`src/common/sample_fifo_pkg.sv`:
```
// Package: register map, field layout and carrier types of the sample buffer
package sample_fifo_pkg;
  localparam int          DEPTH        = 512;
  localparam int          AW           = 9;
  localparam int          LW           = 10;
  localparam logic [7:0]  ADDR_THRESH  = 8'hFC;
  localparam logic [7:0]  ADDR_HIGH    = 8'hFD;
  localparam logic [7:0]  ADDR_LOW     = 8'hFE;
  localparam logic [7:0]  ADDR_DATA    = 8'hFF;
  localparam int          OVF_BIT      = 7;
  localparam int          UNF_BIT      = 6;
  localparam logic [7:0]  THRESH_RST   = 8'h7F;
  localparam logic [7:0]  EMPTY_READ   = 8'h00;
  localparam logic [LW-1:0] LEVEL_RST  = 10'h000;

  // Register access from the serial bus front end
  typedef struct packed {
    logic       rd;
    logic       wr;
    logic [7:0] addr;
    logic [7:0] wdata;
  } reg_req_t;

  typedef struct packed {
    logic [7:0]    thresh;
    logic [LW-1:0] level;
    logic [AW-1:0] rptr;
    logic [AW-1:0] wptr;
    logic          ovf;
    logic          unf;
    logic [3:0]    snap;
    logic [7:0]    rdata;
    logic          irq;
  } fifo_state_t;
endpackage

```
`src/rtl/sample_fifo_readout.sv`:
```
// Read side of the 512-byte sample buffer with status and data port
// Notes on behaviour
// RULE1: 512-byte store, fill count 0 to 512
// RULE2: count 9:2 in high, 1:0 in low
// RULE3: host reads high register before low one
// RULE4: high read snapshots low bits and flags
// RULE5: push when full is dropped, overflow set
// RULE6: flags clear on power-on enable or flush
// RULE7: empty data read returns zero, underflow set
// RULE8: data read pops oldest byte, count decrements
// RULE9: single and block reads pop in order
// RULE10: host checks flags before and after draining
// RULE11: irq when count exceeds threshold bits 8:1
`timescale 1ns/1ps
`default_nettype none
module sample_fifo_readout (
  input  wire logic                      clk,
  input  wire logic                      resetn,
  input  wire sample_fifo_pkg::reg_req_t req,
  input  wire logic                      power_on_enable,
  input  wire logic                      buffer_flush_cmd,
  input  wire logic                      push_valid,
  input  wire logic [7:0]                push_data,
  output logic [7:0]                     rdata,
  output logic                           buffer_irq
);
  // ----------------------------------------
  // Storage and state
  // ----------------------------------------
  sample_fifo_pkg::fifo_state_t s_r;
  sample_fifo_pkg::fifo_state_t s_nxt;
  logic [7:0] mem_r [sample_fifo_pkg::DEPTH];
  logic       clr;
  logic       pop;
  logic       pop_empty;
  logic       push_ok;

  assign clr       = power_on_enable | buffer_flush_cmd;
  assign pop       = req.rd && req.addr == sample_fifo_pkg::ADDR_DATA;
  assign pop_empty = pop && s_r.level == sample_fifo_pkg::LEVEL_RST;
  // Full store refuses the byte; a pop in the same cycle does not make room
  assign push_ok   = push_valid && !clr &&
                     s_r.level != 10'(sample_fifo_pkg::DEPTH); // RULE1 RULE5

  // ----------------------------------------
  // Next state
  // ----------------------------------------
  always_comb begin
    s_nxt = s_r;
    if (push_ok) begin
      s_nxt.wptr = s_r.wptr + 9'h001;
    end
    if (pop && !pop_empty && !clr) begin
      s_nxt.rptr = s_r.rptr + 9'h001; // RULE8 RULE9
    end
    s_nxt.level = s_r.level + 10'(push_ok)
                  - 10'(pop && !pop_empty && !clr); // RULE1 RULE8
    if (push_valid && !push_ok && !clr) begin
      s_nxt.ovf = 1'b1; // RULE5
    end
    if (pop_empty && !clr) begin
      s_nxt.unf = 1'b1; // RULE7
    end
    if (req.wr && req.addr == sample_fifo_pkg::ADDR_THRESH) begin
      s_nxt.thresh = req.wdata;
    end
    s_nxt.rdata = sample_fifo_pkg::EMPTY_READ;
    if (req.rd) begin
      unique case (req.addr)
        sample_fifo_pkg::ADDR_THRESH: s_nxt.rdata = s_r.thresh;
        sample_fifo_pkg::ADDR_HIGH: begin
          s_nxt.rdata = s_r.level[9:2]; // RULE2
          s_nxt.snap  = {s_r.ovf, s_r.unf, s_r.level[1:0]}; // RULE4
        end
        sample_fifo_pkg::ADDR_LOW:
          s_nxt.rdata = {s_r.snap[3:2], 4'h0, s_r.snap[1:0]}; // RULE2 RULE4
        sample_fifo_pkg::ADDR_DATA:
          s_nxt.rdata = pop_empty ? sample_fifo_pkg::EMPTY_READ
                                  : mem_r[s_r.rptr]; // RULE7 RULE8
        default: s_nxt.rdata = sample_fifo_pkg::EMPTY_READ;
      endcase
    end
    if (clr) begin
      s_nxt.ovf   = 1'b0; // RULE6
      s_nxt.unf   = 1'b0; // RULE6
      s_nxt.level = sample_fifo_pkg::LEVEL_RST;
      s_nxt.rptr  = '0;
      s_nxt.wptr  = '0;
      s_nxt.snap  = 4'h0;
    end
    // Next threshold used so irq agrees with a fresh write at once
    s_nxt.irq = s_nxt.level > {1'b0, s_nxt.thresh, 1'b0}; // RULE11
  end

  always_ff @(posedge clk) begin
    if (!resetn) begin
      s_r        <= '0;
      s_r.thresh <= sample_fifo_pkg::THRESH_RST;
    end else begin
      s_r <= s_nxt;
    end
  end

  // Write port kept outside the state struct to avoid a huge reset net
  always_ff @(posedge clk) begin
    if (push_ok) begin
      mem_r[s_r.wptr] <= push_data;
    end
  end

  assign rdata      = s_r.rdata;
  assign buffer_irq = s_r.irq;

  // ----------------------------------------
  // Fill count and overflow checks
  // ----------------------------------------
  a_level_bound: assert property ( // RULE1
    @(posedge clk) disable iff (!resetn)
    s_r.level <= 10'(sample_fifo_pkg::DEPTH))
    else $error("fill count above capacity");

  a_push_count: assert property ( // RULE1
    @(posedge clk) disable iff (!resetn)
    push_ok && !pop |=> s_r.level == $past(s_r.level) + 10'h001)
    else $error("push did not raise fill count");

  a_full_drop: assert property ( // RULE5
    @(posedge clk) disable iff (!resetn)
    push_valid && s_r.level == 10'(sample_fifo_pkg::DEPTH) && !clr
    |=> s_r.ovf)
    else $error("overflow not flagged");

  a_full_keep: assert property ( // RULE5
    @(posedge clk) disable iff (!resetn)
    push_valid && s_r.level == 10'(sample_fifo_pkg::DEPTH) && !pop && !clr
    |=> s_r.level == 10'(sample_fifo_pkg::DEPTH))
    else $error("dropped byte changed fill count");

  // ----------------------------------------
  // Flag and clear checks
  // ----------------------------------------
  a_flag_clear: assert property ( // RULE6
    @(posedge clk) disable iff (!resetn)
    clr |=> !s_r.ovf && !s_r.unf)
    else $error("flags not cleared");

  a_level_clear: assert property ( // RULE6
    @(posedge clk) disable iff (!resetn)
    clr |=> s_r.level == sample_fifo_pkg::LEVEL_RST)
    else $error("fill count not cleared");

  a_ovf_sticky: assert property ( // RULE6
    @(posedge clk) disable iff (!resetn)
    s_r.ovf && !clr |=> s_r.ovf)
    else $error("overflow flag dropped early");

  a_unf_sticky: assert property ( // RULE6
    @(posedge clk) disable iff (!resetn)
    s_r.unf && !clr |=> s_r.unf)
    else $error("underflow flag dropped early");

  a_empty_read: assert property ( // RULE7
    @(posedge clk) disable iff (!resetn)
    pop_empty && !clr |=> rdata == sample_fifo_pkg::EMPTY_READ && s_r.unf)
    else $error("empty read wrong");

  // ----------------------------------------
  // Data port checks
  // ----------------------------------------
  a_pop_count: assert property ( // RULE8
    @(posedge clk) disable iff (!resetn)
    pop && !pop_empty && !push_valid && !clr
    |=> s_r.level == $past(s_r.level) - 10'h001)
    else $error("pop did not decrement");

  a_pop_data: assert property ( // RULE8
    @(posedge clk) disable iff (!resetn)
    pop && !pop_empty |=> rdata == $past(mem_r[s_r.rptr]))
    else $error("popped byte wrong");

  a_rptr_step: assert property ( // RULE9
    @(posedge clk) disable iff (!resetn)
    pop && !pop_empty && !clr
    |=> s_r.rptr == $past(s_r.rptr) + 9'h001)
    else $error("read pointer did not advance");

  // ----------------------------------------
  // Status register and threshold checks
  // ----------------------------------------
  a_high_read: assert property ( // RULE2
    @(posedge clk) disable iff (!resetn)
    req.rd && req.addr == sample_fifo_pkg::ADDR_HIGH
    |=> rdata == $past(s_r.level[9:2]))
    else $error("high count wrong");

  a_low_reserved: assert property ( // RULE2
    @(posedge clk) disable iff (!resetn)
    req.rd && req.addr == sample_fifo_pkg::ADDR_LOW
    |=> rdata[5:2] == 4'h0)
    else $error("reserved status bits set");

  a_snap_keep: assert property ( // RULE4
    @(posedge clk) disable iff (!resetn)
    req.rd && req.addr == sample_fifo_pkg::ADDR_HIGH && !clr
    ##1 req.rd && req.addr == sample_fifo_pkg::ADDR_LOW && !clr
    |=> rdata[1:0] == $past(s_r.level[1:0], 2)
    && rdata[7:6] == $past({s_r.ovf, s_r.unf}, 2))
    else $error("snapshot lost");

  a_irq_thresh: assert property ( // RULE11
    @(posedge clk) disable iff (!resetn)
    buffer_irq == (s_r.level > {1'b0, s_r.thresh, 1'b0}))
    else $error("irq mismatch");

  a_thresh_reset: assert property ( // RULE11
    @(posedge clk) disable iff (!resetn)
    $rose(resetn) |-> s_r.thresh == sample_fifo_pkg::THRESH_RST)
    else $error("threshold reset value wrong");

  a_thresh_write: assert property ( // RULE11
    @(posedge clk) disable iff (!resetn)
    req.wr && req.addr == sample_fifo_pkg::ADDR_THRESH
    |=> s_r.thresh == $past(req.wdata))
    else $error("threshold write lost");

  // ----------------------------------------
  // Cover points
  // ----------------------------------------
  c_fill_full: cover property (
    @(posedge clk) s_r.level == 10'(sample_fifo_pkg::DEPTH));
  c_overflow: cover property (
    @(posedge clk) push_valid && !push_ok && !clr);
  c_underflow: cover property (@(posedge clk) pop_empty);
  c_block_read: cover property (
    @(posedge clk) pop && !pop_empty ##1 pop);
  c_status_pair: cover property (
    @(posedge clk) req.rd && req.addr == sample_fifo_pkg::ADDR_HIGH
    ##1 req.rd && req.addr == sample_fifo_pkg::ADDR_LOW);
endmodule
`default_nettype wire

```
`config.mk`:
```
export PLATFORM = sky130hd
export DESIGN_NAME = sample_fifo_readout
export DESIGN_NICKNAME = d
export VERILOG_FILES = /design/src/common/sample_fifo_pkg.sv /design/src/rtl/sample_fifo_readout.sv
export SDC_FILE = /design/constraint.sdc
export NUM_CORES = 2
export LEC_CHECK = 0
export BUFFER_PORTS_ARGS = -buffer_cell sky130_fd_sc_hd__buf_4
export CORE_ASPECT_RATIO = 0.7
export CORE_UTILIZATION = 40
export DETAILED_ROUTE_END_ITERATION = 7
export GPL_ROUTABILITY_DRIVEN = 0
export PLACE_DENSITY_LB_ADDON = 0.1
export SLEW_MARGIN = 5
export SYNTH_ARGS = -nofsm -noshare
export SYNTH_HDL_FRONTEND = slang
export SYNTH_SLANG_ARGS = --single-unit
```
`constraint.sdc`:
```
create_clock -name clk -period 4.8 [get_ports clk]
set_input_delay 0.24 -clock clk [delete_from_list [all_inputs] [get_ports clk]]
set_output_delay 0.24 -clock clk [all_outputs]
set_load 0.02 [all_outputs]
```
Yosys cells after proc, flatten, opt, wreduce, memory -nomap -nowiden
Memory sizes are Yosys's and may differ from the RTL's. A register that Yosys moved wholly into a read port is not among the register bits.
Cells that the tools add are included.
{"block": "totals", "register_bits": 51, "latchBits": 0, "ram_bits": 4096, "mem_bits_ro": 0, "inputBits": 31, "out_inout_bits": 9, "wordCells": 53, "mem_count": 1}
{"block": "classes", "add_sub_neg": 4, "multipliers": 0, "n_div": 0, "n_lt_le_gt_ge": 1, "n_eq_ne": 5, "shifts": 0, "n_mux": 14, "bitwise_logic": 2, "n_reduce_logical": 17}
{"memory": "mem_r", "depth": 512, "width": 8, "read_ports": 1, "rd_ports_with_merged_regs": 1, "wr": 1, "line": "sample_fifo_readout.sv:32", "text": "logic [7:0] mem_r [sample_fifo_pkg::DEPTH];"}
{"cell": "two-way mux 9 bit", "n": 4}
{"cell": "two-way mux 34 bit", "n": 1}
{"cell": "== test 8 bit, second input constant", "n": 4}
{"cell": "one-hot mux 8 bit (4 select lines)", "n": 1}
{"cell": "adder 9 x 1 -> 9 bit, second input constant", "n": 2}
{"cell": "two-way mux 8 bit", "n": 2}
{"cell": "two-way mux 12 bit", "n": 1}
{"cell": "adder 10 x 1 -> 10 bit", "n": 1}
{"cell": "greater-than comparator 10 x 9 -> 1 bit", "n": 1}
{"cell": "logical AND 1 bit", "n": 10}
{"cell": "logical NOT 10 bit", "n": 1}
{"cell": "!= test 10 bit, second input constant", "n": 1}
{"cell": "subtractor 10 x 1 -> 10 bit", "n": 1}
{"cell": "two-way mux 1 bit", "n": 4}
{"cell": "two-way mux 4 bit", "n": 1}
{"cell": "AND reduction 2 bit", "n": 2}
{"cell": "logical NOT 1 bit", "n": 3}
{"cell": "OR reduction 2 bit", "n": 1}
{"cell": "inverter 1 bit", "n": 1}
{"cell": "bitwise OR 1 bit", "n": 1}

Longest topological paths before layout
{"block": "depth", "word_depth": 10, "depth_mapped": 24, "mapped_depth_nobuf": 23}

Least setup slack after synthesis
Ideal clock, no wire load.
{"block": "synth_timing", "path_type": "reg-to-reg", "from": "register s_r[35] (netlist bit)", "to": "register s_r, in the netlist buffer_irq", "setup_ns": 0.075, "arrival_time_ns": 3.950, "path_slack_ns": 0.774, "stages_incl_launch_ff": 25, "path_buffers": 1, "period_less_slack_ns": 4.026, "cell_sequence": "dfxtp_1 > inv_1 > ha_1 > and2_1 > nand4_1 > and3_1 > clkbuf_1 > inv_1 > ha_1 > inv_1 > ha_1 > fa_1 > a21oi_1 > o21bai_1 > a21oi_1 > o21bai_1 > a21oi_1 > o21ai_0 > xnor2_1 > nor2_1 > ha_1 > nand4_1 > o21ai_0 > a221o_1 > o21ai_0"}
{"element": "start: declaration", "line": "sample_fifo_readout.sv:30", "text": "sample_fifo_pkg::fifo_state_t s_r;"}
{"element": "start signal: assignment", "line": "sample_fifo_readout.sv:100", "text": "s_r <= s_nxt;"}

==> impl_metrics.env <==
export IMPL_fin_skew_ps=68.57
export IMPL_r2r_end="rdata[0]"
export IMPL_status="finished with violations"
export IMPL_dpl_cell_area_um2=172100
export IMPL_slew_headroom=0.03806
export IMPL_setup_viol=0
export IMPL_cts_sinks=4156
export IMPL_clock_latency_ps=960
export IMPL_powerDensity_nw_per_um2=388.3
export IMPL_worstMarginPinSlew_ps=1438
export IMPL_synth_seq_area_share=0.7670
export IMPL_ir_drop_v=0.0002720
export IMPL_num_io_pins=40
export IMPL_crit_arrival_ps=5460
export IMPL_drive_above_1_share=0.2859
export IMPL_wl_per_cell_um=34.23
export IMPL_coreArea_um2=403100
export IMPL_synth_main_ff_cell="edfxtp_1"
export IMPL_grt_pass1_vias=79575
export IMPL_period_needed_ps=4637
export IMPL_drt_iter0_drc=10044
export IMPL_rsz0062_at_grt="false"
export IMPL_holdCritStartpoint="req[8]"
export IMPL_async_flop_share=0
export IMPL_numCtsBuffers=400
export IMPL_comb_power_share=0.011
export IMPL_area_growth_pct=14.29
export IMPL_grt_first_pass_wirelength_mm=653.0
export IMPL_die_x_um=762.5
export IMPL_ant_nets=0
export IMPL_start_util=0.4018
export IMPL_maxCapViolCount=0
export IMPL_finalHoldViolations=0
export IMPL_synthDominantCellAreaShare=0.7596
export IMPL_gr_total_overflow=0
export IMPL_grt_usage=0.2286
export IMPL_violations="DRC"
export IMPL_ff2ff_setup_slack_ps=160
export IMPL_syn_inst=7343
export IMPL_nets=8030
export IMPL_clk_pin_slew_ps=70
export IMPL_hp_class="in2reg"
export IMPL_cp_slowest_cell="dfxtp_4"
export IMPL_intPower_w=0.05749
export IMPL_swShare=0.2001
export IMPL_syn_nets=7403
export IMPL_synth_edf_count=4096
export IMPL_cp_max_fo=22
export IMPL_ys_ff_latch=4156
export IMPL_critPathMostFrequentCell="buf_12"
export IMPL_endpoint_kind="flop"
export IMPL_dp_final_hpwl_mm=296.5
export IMPL_rr_worst_depth=10
export IMPL_finalPower_w=0.07188
export IMPL_ys_warn_count=0
export IMPL_synth_area_um2=161900
export IMPL_ys_top_cells_by_area="edfxtp_1 (76%), mux4_2 (16%), nor2_1 (1.5%)"
export IMPL_grt_max_degree=181
export IMPL_dr_pass1_iters=7
export IMPL_drt_vias_per_instance=5.828
export IMPL_share_seq_of_total_power=0.554
export IMPL_htreeDepth=5
export IMPL_min_path_cells=4
export IMPL_drc=6
export IMPL_min_to="rdata[2]"
export IMPL_p_leak_nw=55.92
export IMPL_cts_tree="done"
export IMPL_fmax_ghz=0.2156
export IMPL_crit_chain="buf_12 > buf_12 > mux4_1 > a22oi_1 > a21oi_1 > nor4_2 > buf_4 > a2111o_1 > a2111oi_0 > or4_1"
export IMPL_die_area_um2=407400
export IMPL_cp_start_kind="flop"
export IMPL_vias=79943
export IMPL_cp_slowest_stage_delay_ps=850
export IMPL_timing_final_ws_setup_ps=162.8
export IMPL_p_sw_w=0.01438
export IMPL_wirelength_mm=469.5
export IMPL_syn_area_per_cell_um2=22.05
export IMPL_p_clk_frac=0.435
export IMPL_cts_buffer_depth=4
export IMPL_path_class="reg2reg"
export IMPL_synth_most_common_cell="edfxtp_1"
export IMPL_slew_viol_final=0
export IMPL_synth_cell_types=80
export IMPL_final_cell_area_um2=185100
export IMPL_min_period_over_period=0.9661
export IMPL_io_buffers=39
export IMPL_cts_root_buf="clkbuf_16"
export IMPL_rows=195
export IMPL_yosysTopAreaCell="edfxtp_1"
export IMPL_cp_required_ps=5630
export IMPL_synth_common_cells="edfxtp_1 (4096), mux4_2 (1120), nor2_1 (632)"
export IMPL_dieHeight_um=534.3
export IMPL_post_place_ws_ps=-349.0
export IMPL_antenna_found_initial=51
==> metal layers <==
metal | vias to the layer above | part of all wire | GRT usage
met5 | - | 0.00020 | 0
met4 | 14 | 0.024 | 0.05199
met3 | 563 | 0.086 | 0.04779
met2 | 3327 | 0.42 | 0.3203
met1 | 43944 | 0.47 | 0.3660
li1 | 32095 | - | -
==> logic make-up after synthesis <==
| logic type | count (synthesis) | share of synthesized area |
|---|---|---|
| flip-flops | 4156 | 0.7670 |
| multiplexers | 1324 | 0.1708 |
| AND/OR/NAND/NOR | 999 | 0.02609 |
| buffers and inverters | 467 | 0.01767 |
| AO/OA/AOI/OAI | 344 | 0.01487 |
| adder cells (fa/ha/maj) | 29 | 0.002287 |
| XOR/XNOR | 24 | 0.001298 |
==> critical path, delay by kind of cell, from the launching register on <==
family | cells | cell delay [ps]
and+or+nand+nor | 2 | 1370
AOI/OAI and AO/OA | 4 | 910
DFF | 1 | 850
buffers and inverters | 3 | 730
muxes | 1 | 580
==> registers in the layout, indices dropped and copies added (netlist names), named ones only <==
register    cells
s_r            42
mem_r        4096
buffer_irq      1
rdata           8
==> layout by cell type (no fill, tap or decap), drive strengths merged, types with 8 or more instances in the layout <==
cell type	n
dfxtp	60
mux2i	164
bufinv	38
a21oi	52
diode	10
o22ai	40
and2	10
clkinvlp	8
o221ai	12
ha	28
dlygate4sd3	26
nor3	18
nand4	22
a211oi	18
a22o	13
nor3b	8
o211ai	11
a2111oi	13
a22oi	78
nand3	49
nor4	10
inv	31
buf	641
nor2b	23
edfxtp	4096
o21ai	40
clkinv	166
nand2	168
mux2	17
mux4	1143
or3	9
clkbuf	504
nand2b	12
a221oi	18
xnor2	9
nor2	632
a31oi	10
xor2	15
and3	13
==> through the flow <==
stage / utilization / hold WS [ps] / setup TNS (ps) / instances
after floorplan: - / 338.9 / 0 / 7343
after global placement: 0.4269 / 464.4 / -1560 / 12955
after detailed placement: 0.4271 / 467.2 / -351.0 / 12958
after CTS: 0.4591 / 8.923 / 0 / 13707
after global routing: 0.4591 / 71.31 / 0 / 13708
final: 0.4592 / 78.74 / 0 / 13717
==> area by class of cell <==
cell class              instances  area, um2
multi-input cells            2720      35090
well taps                    5417       6778
flip-flops and latches       4156     124200
inverters                      25      106.4
diodes                         10      25.02
clock buffers                 504      10530
fillers                     33645     218000
repair buffers                667       6218
clock inverters               218       2115
==> worst max-delay path by stage <==
stage / from / to / slack (ps) / depth (start not counted)
6_report: flop / rdata[0] / 160 / 10
5_1_grt: flop / rdata[5] / 80 / 10
4_1_cts: flop / rdata[5] / 180 / 10
3_5_place_dp: flop / rdata[1] / -350 / 9
3_3_place_gp: flop / rdata[7] / -760 / 11
2_1_floorplan: s_r[35] / buffer_irq / 770 / 24
==> power groups by stage <==
stage          Combinational (W)  Clock (W)  Sequential (W)
2_1_floorplan          0.0000295          0          0.0406
3_3_place_gp            0.000719          0          0.0406
3_5_place_dp            0.000762          0          0.0406
4_1_cts                 0.000773     0.0318          0.0398
5_1_grt                 0.000816     0.0331          0.0398
6_report                0.000755     0.0313          0.0398
==> repair_timing <==
action | 4_1_cts | 5_1_grt
resized for setup | 1 | 0
buffers inserted | 1 | 0
endpoints found under the setup margin | 2 | 0
endpoints found under the hold margin | 682 | 0
hold buffers | 26 | 0
Note: power is estimated with default switching activity, not from simulation.
